<file path="src/inc/tsr_consts.vh">
// Constants for the temperature result and shutdown control block.
// Assumes a 40 MHz system clock and a 2-wire framing layer outside.
// Notes on behaviour
// - Resolution 9 to 12 bits, 0.5 to 0.0625 steps
// - Resolution code zero selects 9 bits default
// - Conversion time doubles per extra resolution bit
// - Each conversion stores 16-bit two's complement result
// - Bit 15 sign, bits 14..4 weigh 2^6..2^-4
// - Result bits 3..0 always read zero
// - Unused low bits per resolution forced zero
// - Result readable anytime, read never disturbs conversion
// - 12-bit encoding matches example table values
// - Shutdown finishes running conversion, stores, then standby
// - Shutdown entry clears alarm only in interrupt mode
// - Interface works in shutdown; clearing shutdown resumes
// - Shutdown at power-up: one conversion, then standby
// - Power-up mode chosen by stored shutdown setting
// - Own SDA low 75-325 ms resets interface, releases
// - Others holding SDA low never trigger reset
// - SDA only pulled low or released; SCL sampled
// - Interrupt mode alarm cleared by register read
// - Resolution bits 6,5, shutdown bit 0, restored
`ifndef TSR_CONSTS_VH
`define TSR_CONSTS_VH

// Register pointers
`define TSR_PTR_W 2
`define TSR_PTR_TEMP 2'h0
`define TSR_PTR_CFG 2'h1
`define TSR_PTR_TOS 2'h2
`define TSR_PTR_HYST 2'h3

// Configuration byte fields
`define TSR_CFG_RES_HI 6
`define TSR_CFG_RES_LO 5
`define TSR_CFG_TM 1
`define TSR_CFG_SD 0
`define TSR_CFG_WMASK 8'h7f
`define TSR_CFG_RST 8'h00

// Resolution codes
`define TSR_RES_9B 2'h0
`define TSR_RES_10B 2'h1
`define TSR_RES_11B 2'h2
`define TSR_RES_12B 2'h3

// Result masks per resolution
`define TSR_MASK_9B 16'hff80
`define TSR_MASK_10B 16'hffc0
`define TSR_MASK_11B 16'hffe0
`define TSR_MASK_12B 16'hfff0

// Trip point storage and reset values
`define TSR_TRIP_MASK 16'hfff0
`define TSR_TOS_RST 16'h5000
`define TSR_HYST_RST 16'h4b00
`define TSR_WORD_RST 16'h0000

// Timing
`define TSR_CLK_KHZ 40000
`define TSR_CONV_9B_MS 25
`define TSR_LOCKUP_MIN_MS 75
`define TSR_LOCKUP_MAX_MS 325
`define TSR_CNT_W 24

`endif

</file>
<file path="src/logic/tsr_lockup.v">
// Bus lockup watchdog for the open-drain data line.
// Assumes sda_level is already synchronised to sys_clk.
`timescale 1ns/1ps
`include "tsr_consts.vh"
module tsr_lockup #(
    parameter LIMIT_CYC = `TSR_LOCKUP_MIN_MS * `TSR_CLK_KHZ,
    parameter CNT_W = `TSR_CNT_W
) (
    input wire sys_clk,
    input wire rst_b,
    input wire sda_level,
    input wire own_drive,
    output reg timeout_ff
);
    reg [CNT_W-1:0] low_cnt_ff; // Cycles our own pull held the line low
    reg [CNT_W-1:0] nxt_low_cnt;
    reg nxt_timeout;
    wire own_low; // Low only counts while we are the one pulling

    assign own_low = own_drive & ~sda_level;

    // Next-state for the watchdog count
    always @*
    begin
        nxt_low_cnt = low_cnt_ff;
        nxt_timeout = 1'b0;
        if (!own_low)
        begin
            // Released or someone else: start over
            nxt_low_cnt = {CNT_W{1'b0}};
        end
        else if (low_cnt_ff == LIMIT_CYC[CNT_W-1:0] - 1'b1)
        begin
            // Limit reached: one pulse, then count again
            nxt_timeout = 1'b1;
            nxt_low_cnt = {CNT_W{1'b0}};
        end
        else
        begin
            nxt_low_cnt = low_cnt_ff + 1'b1;
        end
    end

    // Watchdog registers
    always @(posedge sys_clk)
    begin
        if (!rst_b)
        begin
            low_cnt_ff <= {CNT_W{1'b0}};
            timeout_ff <= 1'b0;
        end
        else
        begin
            low_cnt_ff <= nxt_low_cnt;
            timeout_ff <= nxt_timeout;
        end
    end
endmodule

</file>
<file path="src/logic/tsr_top.v">
// Result register, conversion sequencer, shutdown control, alarm
// clearing and line lockup release for the temperature sensor.
// Assumes a framing layer on sys_clk that decodes the 2-wire bus
// into register strobes, and an analog front end on sys_clk.
`timescale 1ns/1ps
`include "tsr_consts.vh"
module tsr_top #(
    parameter CONV_BASE_CYC = `TSR_CONV_9B_MS * `TSR_CLK_KHZ,
    parameter LOCKUP_CYC = `TSR_LOCKUP_MIN_MS * `TSR_CLK_KHZ,
    parameter CNT_W = `TSR_CNT_W
) (
    input wire sys_clk,
    input wire rst_b,
    // 2-wire pins
    input wire scl_pin,
    input wire sda_in,
    output reg sda_out_ff,
    output reg sda_oe_ff,
    // Framing layer side
    input wire sda_pull_req,
    output reg scl_level_ff,
    output reg sda_level_ff,
    output reg scl_rise_ff,
    output reg scl_fall_ff,
    output reg serial_reset_ff,
    // Register access from the framing layer
    input wire reg_rd_stb,
    input wire reg_wr_stb,
    input wire [`TSR_PTR_W-1:0] reg_ptr,
    input wire [15:0] reg_wdata,
    output reg [15:0] reg_rdata_ff,
    output reg reg_rvalid_ff,
    // Stored configuration image restored at power-up
    input wire [7:0] nv_config,
    // Analog front end
    input wire [15:0] adc_temp,
    output reg conv_active_ff,
    output reg result_stb_ff,
    output reg [15:0] temperature_result_ff,
    // Thermostat comparison outside
    input wire thermo_set,
    input wire thermo_clr,
    output reg [15:0] overtemp_trip_point_ff,
    output reg [15:0] lower_trip_point_ff,
    output reg [1:0] resolution_ff,
    output reg alarm_active_ff,
    output reg standby_ff
);
    // Sequencer states
    localparam ST_BOOT = 2'h0;
    localparam ST_CONV = 2'h1;
    localparam ST_STANDBY = 2'h2;

    // Pin synchronisers, first stage read only by the second
    reg scl_meta_ff;
    reg sda_meta_ff;
    reg scl_prev_ff; // Previous synced level for edges

    // Configuration and sequencer
    reg [7:0] cfg_ff; // Bit 7 reads zero, no NV write logic here
    reg [7:0] nxt_cfg;
    reg [1:0] state_ff;
    reg [1:0] nxt_state;
    reg [CNT_W-1:0] conv_cnt_ff; // Down counter for one conversion
    reg [CNT_W-1:0] nxt_conv_cnt;
    reg [1:0] conv_res_ff; // Resolution frozen per conversion
    reg [1:0] nxt_conv_res;
    reg sd_entry; // Pulse: conversion done, going to standby
    reg conv_done;
    reg conv_start;

    // Result path
    reg [15:0] nxt_result;
    reg [15:0] res_mask;
    reg [15:0] nxt_tos;
    reg [15:0] nxt_hyst;
    reg [15:0] nxt_rdata;
    reg nxt_alarm;

    // Line drive
    reg release_hold_ff; // Keep SDA released until framing lets go
    wire lock_timeout;
    wire cfg_sd;
    wire cfg_tm;
    wire [1:0] cfg_res;
    wire [CNT_W-1:0] conv_len;
    wire [1:0] start_res; // Resolution of the conversion about to start

    assign cfg_sd = cfg_ff[`TSR_CFG_SD];
    assign cfg_tm = cfg_ff[`TSR_CFG_TM];
    assign cfg_res = {cfg_ff[`TSR_CFG_RES_HI], cfg_ff[`TSR_CFG_RES_LO]};
    // Boot conversion uses the restored image, cfg_ff is still loading then
    assign start_res = (state_ff == ST_BOOT) ?
        {nv_config[`TSR_CFG_RES_HI], nv_config[`TSR_CFG_RES_LO]} : cfg_res;
    // Each step up in resolution doubles the time; no feedback from nxt_ values
    assign conv_len = CONV_BASE_CYC[CNT_W-1:0] << start_res;

    // Watchdog for our own long SDA low
    tsr_lockup #(
        .LIMIT_CYC(LOCKUP_CYC),
        .CNT_W(CNT_W)
    ) u_lockup (
        .sys_clk(sys_clk),
        .rst_b(rst_b),
        .sda_level(sda_level_ff),
        .own_drive(sda_oe_ff),
        .timeout_ff(lock_timeout)
    );

    // Two-flop sampling of the bus pins and SCL edge finding
    always @(posedge sys_clk)
    begin
        if (!rst_b)
        begin
            scl_meta_ff <= 1'b1;
            sda_meta_ff <= 1'b1;
            scl_level_ff <= 1'b1;
            sda_level_ff <= 1'b1;
            scl_prev_ff <= 1'b1;
            scl_rise_ff <= 1'b0;
            scl_fall_ff <= 1'b0;
        end
        else
        begin
            scl_meta_ff <= scl_pin;
            sda_meta_ff <= sda_in;
            scl_level_ff <= scl_meta_ff;
            sda_level_ff <= sda_meta_ff;
            scl_prev_ff <= scl_level_ff;
            scl_rise_ff <= scl_level_ff & ~scl_prev_ff;
            scl_fall_ff <= ~scl_level_ff & scl_prev_ff;
        end
    end

    // Open-drain drive: data is always low, only the enable moves
    always @(posedge sys_clk)
    begin
        if (!rst_b)
        begin
            sda_out_ff <= 1'b0;
            sda_oe_ff <= 1'b0;
            release_hold_ff <= 1'b0;
            serial_reset_ff <= 1'b0;
        end
        else
        begin
            sda_out_ff <= 1'b0;
            serial_reset_ff <= lock_timeout;
            if (lock_timeout)
            begin
                // Drop the line and wait for framing to stop asking
                release_hold_ff <= 1'b1;
                sda_oe_ff <= 1'b0;
            end
            else if (release_hold_ff)
            begin
                release_hold_ff <= sda_pull_req;
                sda_oe_ff <= 1'b0;
            end
            else
            begin
                sda_oe_ff <= sda_pull_req;
            end
        end
    end

    // Sequencer: boot, convert, standby
    always @*
    begin
        nxt_state = state_ff;
        nxt_conv_cnt = conv_cnt_ff;
        nxt_conv_res = conv_res_ff;
        conv_done = 1'b0;
        conv_start = 1'b0;
        sd_entry = 1'b0;
        case (state_ff)
            ST_BOOT:
            begin
                // Always one conversion first, whatever the setting
                conv_start = 1'b1;
                nxt_state = ST_CONV;
            end
            ST_CONV:
            begin
                if (conv_cnt_ff == {CNT_W{1'b0}})
                begin
                    conv_done = 1'b1;
                    if (cfg_sd)
                    begin
                        // Finish first, then sleep
                        sd_entry = 1'b1;
                        nxt_state = ST_STANDBY;
                    end
                    else
                    begin
                        // Back to back in continuous mode
                        conv_start = 1'b1;
                    end
                end
                else
                begin
                    nxt_conv_cnt = conv_cnt_ff - 1'b1;
                end
            end
            ST_STANDBY:
            begin
                // Wake when shutdown is written back to zero
                if (!cfg_sd)
                begin
                    conv_start = 1'b1;
                    nxt_state = ST_CONV;
                end
            end
            default:
            begin
                nxt_state = ST_BOOT;
            end
        endcase
        if (conv_start)
        begin
            // Freeze resolution so a mid-run write cannot tear it
            nxt_conv_res = start_res;
            nxt_state = ST_CONV;
            nxt_conv_cnt = conv_len - 1'b1;
        end
    end

    // Result packing and resolution masking
    always @*
    begin
        case (conv_res_ff)
            `TSR_RES_9B: res_mask = `TSR_MASK_9B;
            `TSR_RES_10B: res_mask = `TSR_MASK_10B;
            `TSR_RES_11B: res_mask = `TSR_MASK_11B;
            `TSR_RES_12B: res_mask = `TSR_MASK_12B;
            default: res_mask = `TSR_MASK_9B;
        endcase
        nxt_result = temperature_result_ff;
        if (conv_done)
        begin
            // Whole word at once, sign at bit 15, low nibble zero
            nxt_result = adc_temp & res_mask;
        end
    end

    // Register writes from the framing layer
    always @*
    begin
        nxt_cfg = cfg_ff;
        nxt_tos = overtemp_trip_point_ff;
        nxt_hyst = lower_trip_point_ff;
        if (state_ff == ST_BOOT)
        begin
            // Restore the stored settings once after reset
            nxt_cfg = nv_config & `TSR_CFG_WMASK;
        end
        else if (reg_wr_stb)
        begin
            case (reg_ptr)
                `TSR_PTR_CFG: nxt_cfg = reg_wdata[7:0] & `TSR_CFG_WMASK;
                `TSR_PTR_TOS: nxt_tos = reg_wdata & `TSR_TRIP_MASK;
                `TSR_PTR_HYST: nxt_hyst = reg_wdata & `TSR_TRIP_MASK;
                default: nxt_cfg = cfg_ff; // Result is read only
            endcase
        end
    end

    // Register reads, no side effect on the sequencer
    always @*
    begin
        case (reg_ptr)
            `TSR_PTR_TEMP: nxt_rdata = temperature_result_ff;
            `TSR_PTR_CFG: nxt_rdata = {8'h00, cfg_ff};
            `TSR_PTR_TOS: nxt_rdata = overtemp_trip_point_ff;
            `TSR_PTR_HYST: nxt_rdata = lower_trip_point_ff;
            default: nxt_rdata = `TSR_WORD_RST;
        endcase
    end

    // Alarm hold: a new trip beats a clear in the same cycle
    always @*
    begin
        nxt_alarm = alarm_active_ff;
        if (thermo_set)
        begin
            nxt_alarm = 1'b1;
        end
        else if (cfg_tm)
        begin
            // Interrupt mode: any read or shutdown entry clears
            if (reg_rd_stb || sd_entry)
            begin
                nxt_alarm = 1'b0;
            end
        end
        else if (thermo_clr)
        begin
            // Comparator mode: only hysteresis clears, not shutdown
            nxt_alarm = 1'b0;
        end
    end

    // State registers
    always @(posedge sys_clk)
    begin
        if (!rst_b)
        begin
            state_ff <= ST_BOOT;
            conv_cnt_ff <= {CNT_W{1'b0}};
            conv_res_ff <= `TSR_RES_9B;
            cfg_ff <= `TSR_CFG_RST;
            temperature_result_ff <= `TSR_WORD_RST;
            overtemp_trip_point_ff <= `TSR_TOS_RST;
            lower_trip_point_ff <= `TSR_HYST_RST;
            reg_rdata_ff <= `TSR_WORD_RST;
            reg_rvalid_ff <= 1'b0;
            alarm_active_ff <= 1'b0;
            conv_active_ff <= 1'b0;
            result_stb_ff <= 1'b0;
            resolution_ff <= `TSR_RES_9B;
            standby_ff <= 1'b0;
        end
        else
        begin
            state_ff <= nxt_state;
            conv_cnt_ff <= nxt_conv_cnt;
            conv_res_ff <= nxt_conv_res;
            cfg_ff <= nxt_cfg;
            temperature_result_ff <= nxt_result;
            overtemp_trip_point_ff <= nxt_tos;
            lower_trip_point_ff <= nxt_hyst;
            reg_rvalid_ff <= reg_rd_stb;
            if (reg_rd_stb)
            begin
                reg_rdata_ff <= nxt_rdata;
            end
            alarm_active_ff <= nxt_alarm;
            conv_active_ff <= (nxt_state == ST_CONV);
            result_stb_ff <= conv_done;
            resolution_ff <= nxt_conv_res;
            standby_ff <= (nxt_state == ST_STANDBY);
        end
    end
endmodule

</file>
<file path="config.mk">
export PLATFORM = sky130hd
export DESIGN_NAME = tsr_top
export DESIGN_NICKNAME = d
export VERILOG_FILES = /design/src/logic/tsr_lockup.v /design/src/logic/tsr_top.v
export VERILOG_INCLUDE_DIRS = /design/src /design/src/inc
export SDC_FILE = /design/constraint.sdc
export NUM_CORES = 1
export LEC_CHECK = 0
export BUFFER_PORTS_ARGS = -buffer_cell sky130_fd_sc_hd__buf_4
export CAP_MARGIN = 30
export CORE_MARGIN = 2
export CORE_UTILIZATION = 50
export DETAILED_ROUTE_END_ITERATION = 8
export PLACE_DENSITY = 0.74
export SYNTH_ARGS = -nofsm -noshare
export SYNTH_HDL_FRONTEND = slang
export SYNTH_SLANG_ARGS = --single-unit
export TNS_END_PERCENT = 1
</file>
<file path="constraint.sdc">
create_clock -name sys_clk -period 8.4 [get_ports sys_clk]
set_clock_uncertainty 0.1 [all_clocks]
set_input_delay 0.84 -clock sys_clk [delete_from_list [all_inputs] [get_ports sys_clk]]
set_output_delay 0.84 -clock sys_clk [all_outputs]
set_load 0.02 [all_outputs]
</file>
# Word level (Yosys, flattened, before mapping)
# Index checks and enable logic that the tools add are counted.
# Widths: inputs -> output; s select.
# classes
reduce_logical,17
n_bitwise,10
n_mux,29
n_eq_ne,13
shifts,1
add_sub_neg,3
# ops
cell,n
$pmux 16 s4,2
$mux 24,3
$sub 24x1->24 const B,2
$add 24x1->24 const B,1
$eq 24x22->1 const B,1
$logic_not 24->1,1
$shl 20x2->24 const A,1
$mux 7,3
$and 16x16->16,1
$mux 1,14
$eq 2x2->1 const B,6
$mux 2,5
$eq 2x1->1 const B,4
$reduce_and 2->1,4
$logic_not 2->1,3
$not 1->1,6
$pmux 2 s3,1
$reduce_and 3->1,2
$reduce_bool 2->1,3
$reduce_or 3->1,2
$and 1x1->1,3
$ne 3x2->1 const B,1
$pmux 1 s3,1
$reduce_bool 3->1,1
2 further kinds,2
# totals
in_bits,51
ff_bits,131
out_inout_bits,78

# Depth between registers and ports, before layout
# Gate-level depths: netlist of the first run.
# logic_depth
word_depth,7
ltp_mapped,12

# By module
# Synthesis of the first run repeated with hierarchy kept, for this count alone.
# unflattened
cells_unflattened,688
hier_area_um2,5868.1
# by_module_without_submodules
module,cells_each,n_inst,area_per_inst_um2,seq_area_each_um2
tsr_top,556,1,4733.3,2042.0
tsr_lockup,132,1,1134.8,500.5

# Worst setup path after synthesis of the first run
# Ideal clock, no wire load.
# synth_path
path_kind,in2reg
startpoint,input nv_config[5]
endpoint,register conv_cnt_ff[12]
path_stages,10
t_arrival_ns,2.915
slack_ns,5.306
path_cell_list,nor3b_1 a21oi_1 inv_1 ha_1 or4b_2 nor2_1 nand2_1 a22oi_1 nor2_1 a211oi_2
# synth_via
elab_chain_cells,4
# synth_rtl
element,line_no,source
from (decl),tsr_top.v:34,"input wire [7:0] nv_config,"
$mux 2,tsr_top.v:93,assign start_res = (state_ff == ST_BOOT) ?
named net start_res[0],tsr_top.v:87,wire [1:0] start_res;
$shl 20x2->24,tsr_top.v:96,assign conv_len = CONV_BASE_CYC[CNT_W-1:0] << start_res;
$sub 24x1->24,tsr_top.v:224,nxt_conv_cnt = conv_len - 1'b1;
$mux 24,tsr_top.v:219,if (conv_start)
to (signal assigned),tsr_top.v:309,conv_cnt_ff <= {CNT_W{1'b0}};
to (signal assigned),tsr_top.v:326,conv_cnt_ff <= nxt_conv_cnt;
to (decl),tsr_top.v:64,reg [CNT_W-1:0] conv_cnt_ff;
# The timed path passes the listed nets, and every way through them passes these cells.
# A chain may end at the register's enable or synchronous reset.

# Worst setup path after layout of the first run
# layout_path
startpoint,register state_ff[1]
endpoint,register conv_cnt_ff[12]
# layout_via
elab_chain_cells,5
# layout_rtl
element,line_no,source
from (decl),tsr_top.v:62,reg [1:0] state_ff;
from (signal assigned),tsr_top.v:325,state_ff <= nxt_state;
$logic_not 2->1,tsr_top.v:93,
$mux 2,tsr_top.v:93,
named net start_res[0],tsr_top.v:87,
$shl 20x2->24,tsr_top.v:96,
$sub 24x1->24,tsr_top.v:224,
$mux 24,tsr_top.v:219,
# The timed path passes the listed nets, and every way through them passes these cells.

==> results of run 1 <==
==> cells by family after synthesis <==
kind of cell	Yosys count	synth area share, %
mux	29	5.616
fa+ha+maj	6	1.281
compound gates	145	15.65
flops	127	43.39
xor+xnor	22	3.288
simple gates	307	25.22
other cells	1	0.06400
buf+inv	64	5.488
==> routing by layer <==
metal / global-route usage [%] / share of wire [%] / up-vias
li1: - / - / 2615
met1: 30.47 / 41 / 2595
met2: 44.06 / 50 / 238
met3: 8.207 / 7.8 / 28
met4: 9.512 / 1.9 / 0
met5: 0 / 0 / -
==> cell type report <==
cell class              instances  area, um^2
well taps                     143       178.9
repair buffers                112       848.3
clock buffers                  22       484.2
flip-flops and latches        127        2542
clock inverters                10       110.1
fillers                       949        4169
multi-input cells             522        3040
inverters                      12       45.04
==> worst reg2reg max path, stage by stage (launching register included) <==
cell and delay [ns]:
dfxtp_1 0.48, or2_2 0.49, a21oi_1 0.56, inv_1 0.14
ha_1 0.29, or4b_2 0.69, nor2_1 0.24, nand2_1 0.12
a22oi_1 0.16, nor2_1 0.08, a211oi_2 0.21
==> report_power, final <==
part / switching, W / internal, W
combinational: 0.000109 / 0.0000711
clock: 0.000264 / 0.000465
sequential: 0.0000254 / 0.000626
total: 0.000398 / 0.00116
==> sequential cells by signal (all words and copies together), names as in the netlist, 2 cells and up <==
register and count:
temperature_result_ff 12, reg_rdata_ff 16, conv_res_ff 2, conv_cnt_ff 24, u_lockup.low_cnt_ff 24, state_ff 2
overtemp_trip_point_ff 12, cfg_ff 7, lower_trip_point_ff 12
==> cells in the final DEF, fill, tap and decap left out, types with 4 or more instances in the layout <==
cell type,count
xnor2_1,10
nand3_1,31
conb_1,13
buf_4,111
clkbuf_8,4
nor3_1,20
o211ai_1,5
and2_1,6
nand2b_1,9
a21oi_1,67
nor4_1,4
ha_1,6
clkinv_2,4
and3_1,7
clkbuf_16,17
mux2i_1,25
inv_1,11
xor2_1,12
nand2_1,88
or3_1,9
clkinvlp_4,4
a211oi_1,14
dfxtp_1,127
o21ai_1,4
a311oi_1,6
nand4_1,8
nor2_1,101
o21ai_0,19
==> worst paths after layout <==
| kind | startpoint | end | slack [ns] | depth (start not counted) |
|---|---|---|---|---|
| worst max register to register | state_ff[1] | conv_cnt_ff[12] | 4.75 | 10 |
| worst min register to register | scl_meta_ff | scl_level_ff | 0.31 | 1 |
| worst min-delay path | scl_meta_ff | scl_level_ff | 0.31 | 1 |
| worst max-delay path | state_ff[1] | conv_cnt_ff[12] | 4.75 | 10 |
==> through the flow <==
| stage | hold slack [ns] | utilization, % |
|---|---|---|
| final | 0.3058 | 63.49 |
| after global placement | 0.2959 | 58.15 |
| after floorplan | 0.2863 | - |
| after CTS | 0.3104 | 63.36 |
| after global routing | 0.3155 | 63.49 |
| after detailed placement | 0.2976 | 58.15 |
==> flow_summary.json, run 1 <==
{
  "postCtsSetupBuffers": 0,
  "postCtsResizedCells": 0,
  "yosysTopAreaCellShare_pct": 43.39,
  "top_level_ports": 129,
  "rsz0062_at_grt": "no",
  "numCtsBuffers": 17,
  "power_density_nw_per_um2": 215.3,
  "first_pass_iters": 6,
  "synth_cells": 701,
  "final_cells": 948,
  "clk_pin_slew_ns": 0.06,
  "cp-start-kind": "register",
  "final_cell_area_um2": 7249,
  "place_inst": 915,
  "cp_cell_sequence": "or2_2 > a21oi_1 > inv_1 > ha_1 > or4b_2 > nor2_1 > nand2_1 > a22oi_1 > nor2_1 > a211oi_2",
  "die-area_um2": 12600,
  "h-tree-depth": 4,
  "clock_sinks": 127,
  "grt_max_degree": 44,
  "arrival_ns": 3.89,
  "synth_area_leaders": "dfxtp_1 43%, nor2_1 6.5%, a21oi_1 5.7%",
  "crit_path_max_incr_delay_ns": 0.69,
  "antenna_found_initial": 0,
  "cts_hold_buf": 0,
  "worstSkewPairLatency_ns": 0.42,
  "first_iter_violations": 585,
  "dieHeight_um": 112.3,
  "place.gp.congestion": 0.8787,
  "grt_pass1_wl_mm": 25.96,
  "core-area_um2": 11420,
  "critPathCaptureType": "register",
  "finalHoldViolCount": 0,
  "grt_pass1_vias": 5225,
  "cp_common_cell": "nor2_1",
  "yosysSeqAreaShare_pct": 43.39,
  "path_buf_inv": 1,
  "worstPathRequired_ns": 8.64,
  "synth_commonest_cells": "127 x dfxtp_1, 101 x nor2_1, 88 x nand2_1",
  "synth_top_area_cell": "dfxtp_1",
  "vias": 5476,
  "maxCapViolations": 0,
  "cts_tree": "built",
  "timing.final.ws_setup_ns": 4.745,
  "min_period_ns": 3.655,
  "synthToLayoutAreaGrowth_pct": 23.72,
  "cp_slowest_cell": "or4b_2",
  "drive_gt1_share_pct": 20.75,
  "grt_overflow_total": 0,
  "placed_cell_area_um2": 6640,
  "ys_ff_latch": 127,
  "fmax_mhz": 273.6,
  "drc": 0,
  "p_leak_nw": 2.868,
  "clock-root-buffer": "clkbuf_16",
  "status": "completed",
  "yosysWarnings": 0,
  "rows": 39,
  "finish.net_count": 849,
  "synth_edf_count": 0,
  "peakVddDrop_mv": 0.2494,
  "synth_area_per_cell_um2": 8.359,
  "synthFlopType": "dfxtp_1",
  "grt_usage_pct": 25.80,
  "post-route-period-util_pct": 43.51,
  "synth_area_um2": 5859,
  "pre_cts_ws_ns": 4.690,
  "synth_cell_types": 67,
  "max_slew.worst_pin.slew_ns": 0.8766,
  "port_buffers": 110,
  "clock_path_buffers": 2,
  "via_per_inst": 5.776,
  "dp_hpwl_mm": 11.12,
  "wl_mm": 16.20,
  "antenna_cells": 0,
  "initial_core_util_pct": 51.31,
  "slew_violations": 0,
  "ant_nets": 0,
  "detail_route.wl_per_cell_um": 17.09,
  "setup_tns_ns": 0,
  "die_w_um": 112.3,
  "finalSetupViolCount": 0,
  "hold_class": "reg2reg",
  "path_max_fanout": 15,
  "cpLargestDelayFamily": "simple AND/OR/NAND/NOR gates",
  "relSlewSlack_pct": 41.08,
  "path_class": "reg2reg",
  "synth.most_common_cell": "dfxtp_1",
  "p_total_w": 0.001561,
  "async_reset_ff_share_pct": 0
}
Power figures use the tool's default switching activity.
==> run 2: changes to the inputs <==
--- a/config.mk
+++ b/config.mk
@@ -6,6 +6,7 @@
 export SDC_FILE = /design/constraint.sdc
 export NUM_CORES = 1
 export LEC_CHECK = 0
+export ABC_AREA = 1
 export BUFFER_PORTS_ARGS = -buffer_cell sky130_fd_sc_hd__buf_4
 export CAP_MARGIN = 30
 export CORE_MARGIN = 2
==> constraint.sdc (replaced) <==
create_clock -name sys_clk -period 3.4 [get_ports sys_clk]
set_clock_uncertainty 0.1 [all_clocks]
set_input_delay 0.34 -clock sys_clk [delete_from_list [all_inputs] [get_ports sys_clk]]
set_output_delay 0.34 -clock sys_clk [all_outputs]
set_load 0.02 [all_outputs]
==> run 2 against run 1 <==
Net effect:
- first-iteration DRC count is 53% lower
- total power grew to 2.7 times the previous value
- register-to-register slack worse by 4.3 ns
- largest cell class unchanged
==> flow_summary.json, run 2 <==
{
  "vias": 5784,
  "layout_commonest_cell": "nand2_1",
  "grt_pass1_vias": 5303,
  "final_cells": 1119,
  "cts_hold_buf": 0,
  "critPathCaptureType": "register",
  "synthToLayoutAreaGrowth_pct": 24.38,
  "p_leak_nw": 3.440,
  "setup_tns_ns": 0,
  "final_cell_area_um2": 7525,
  "grt_pass1_wl_mm": 25.32,
  "path_class": "reg2reg",
  "wl_mm": 15.14,
  "place_inst": 1087,
  "hold-path-cell-count": 2,
  "finish.net_count": 1016,
  "antenna_cells": 0,
  "postCtsSetupBuffers": 0,
  "numCtsBuffers": 17,
  "synth_top_area_cell": "dfxtp_1",
  "synth_commonest_cells": "171 x nand2_1, 128 x nor2_1, 127 x dfxtp_1",
  "yosysWarnings": 0,
  "synth_area_per_cell_um2": 7.043,
  "dieHeight_um": 114.0,
  "synthFlopType": "dfxtp_1",
  "clock-root-buffer": "clkbuf_16",
  "grt_usage_pct": 24.08,
  "status": "completed",
  "maxCapViolations": 0,
  "hold_class": "in2reg",
  "cp_slowest_cell": "o21ai_0",
  "ys_ff_latch": 127,
  "finalHoldViolCount": 0,
  "path_max_fanout": 11,
  "synth_cell_types": 45,
  "arrival_ns": 3.12,
  "synth_edf_count": 0,
  "yosysTopAreaCellShare_pct": 42.03,
  "synth_area_leaders": "dfxtp_1 42%, nand2_1 11%, nor2_1 7.9%",
  "top_level_ports": 129,
  "grt_overflow_total": 0,
  "cts_tree": "built",
  "synth.most_common_cell": "nand2_1",
  "first_pass_iters": 5,
  "postCtsResizedCells": 0,
  "port_buffers": 110,
  "synth_area_um2": 6050,
  "clock_sinks": 127,
  "drive_gt1_share_pct": 19.75,
  "yosysSeqAreaShare_pct": 42.03,
  "clock_path_buffers": 2,
  "async_reset_ff_share_pct": 0,
  "clk_pin_slew_ns": 0.06,
  "grt_max_degree": 85,
  "detail_route.wl_per_cell_um": 13.53,
  "via_per_inst": 5.169,
  "core-area_um2": 11910,
  "placed_cell_area_um2": 6888,
  "post-route-period-util_pct": 85.83,
  "die_w_um": 114.0,
  "rows": 40,
  "peakVddDrop_mv": 0.3362,
  "die-area_um2": 12990,
  "drc": 0,
  "first_iter_violations": 276,
  "place.gp.congestion": 0.8839,
  "largestRegisters": "conv_cnt_ff x24, u_lockup.low_cnt_ff x24, reg_rdata_ff x16",
  "ant_nets": 0,
  "antenna_found_initial": 0,
  "reg2reg_depth": 14,
  "crit_path_max_incr_delay_ns": 0.55,
  "rsz0062_at_grt": "no",
  "fmax_mhz": 342.7,
  "layout_common_cells": "171 x nand2_1, 128 x nor2_1, 127 x dfxtp_1, 116 x buf_4, 85 x inv_1",
  "power_density_nw_per_um2": 561.0,
  "max_slew.worst_pin.slew_ns": 0.7872,
  "initial_core_util_pct": 50.79,
  "slew_violations": 0,
  "h-tree-depth": 4,
  "synth_cells": 859,
  "dp_hpwl_mm": 10.72,
  "finalSetupViolCount": 0,
  "cp_cell_sequence": "nor2_1 > buf_4 > o21ai_0 > inv_1 > ha_1 > inv_1 > nand2_1 > nand2_1 > nor2_2 > nand2_1 > nor2_1 > nand3_1 > a21oi_1 > nor2_1",
  "relSlewSlack_pct": 47.52,
  "cp-start-kind": "register",
  "worstPathRequired_ns": 3.60,
  "worstSkewPairLatency_ns": 0.41,
  "min_period_ns": 2.918
}
[run 2: changes by cell type in the layout (fill, tap and decap cells not counted), sizes merged, moves of 8 or more]
cell / previous run / this run
o21ai: 23 / 83
a31oi: 3 / 17
nand3: 31 / 50
or3: 9 / 0
inv: 12 / 90
xnor2: 10 / 0
a21oi: 67 / 45
xor2: 12 / 4
a211oi: 15 / 0
nor2: 101 / 146
nand2b: 9 / 0
nand2: 89 / 179
mux2i: 25 / 0
[run 2: final timing paths]
path / startpoint / end / slack [ns]
setup / recovery: state_ff[1] / conv_cnt_ff[21] / 0.48
hold / removal: scl_pin / scl_meta_ff / 0.02
setup reg to reg: state_ff[1] / conv_cnt_ff[21] / 0.48
hold reg to reg: u_lockup.timeout_ff / sda_oe_ff / 0.31
[run 2: worst max-delay path: cells and delay by family, from the launching register on]
family | cells | cell delay, ns
AOI/OAI and AO/OA | 2 | 0.71
adders and majority gates | 1 | 0.31
buffers and inverters | 3 | 0.36
DFF | 1 | 0.38
and+or+nand+nor | 8 | 0.95
[run 2: logic make-up after synthesis]
family / Yosys count / synth area share, %
xor+xnor: 4 / 0.5791
other cells: 1 / 0.06199
fa+ha+maj: 6 / 1.241
buf+inv: 135 / 9.783
compound gates: 163 / 15.04
simple gates: 423 / 31.27
flops: 127 / 42.03
[run 2: through the flow]
| stage | total power [W] | setup WS [ns] | utilization (%) | hold slack (ns) |
|---|---|---|---|---|
| 2_1_floorplan | 0.002122 | 0.9917 | - | 0.2925 |
| 3_3_place_gp | 0.002290 | 0.5957 | 57.83 | 0.2963 |
| 3_5_place_dp | 0.002299 | 0.5203 | 57.83 | 0.3029 |
| 4_1_cts | 0.004246 | 0.5106 | 63.17 | 0.007063 |
| 5_1_grt | 0.004399 | 0.1258 | 63.17 | 0.01015 |
| 6_report | 0.004222 | 0.4818 | 63.17 | 0.01785 |
[run 2: layout make-up]
cell class	instances	area, um^2
fillers	1106	4387
multi-input cells	609	2960
flip-flops and latches	127	2542
repair buffers	116	870.8
clock buffers	19	452.9
inverters	88	330.3
clock inverters	13	183.9
well taps	147	183.9
[run 2: where the power goes]
group	switching [W]	internal, W	leakage [nW]
logic	0.000415	0.000228	2.09
clock network	0.000681	0.00127	0.306
registers	0.0000596	0.00157	1.04
total	0.00116	0.00307	3.44
[run 2: metal layers]
layer  track usage, %  vias to the layer above  wire length, um
li1                 -                     2979                -
met1            31.54                     2602             6907
met2            38.41                      189             6844
met3            7.279                       14             1222
met4            7.236                        0              161
met5                0                        -                0
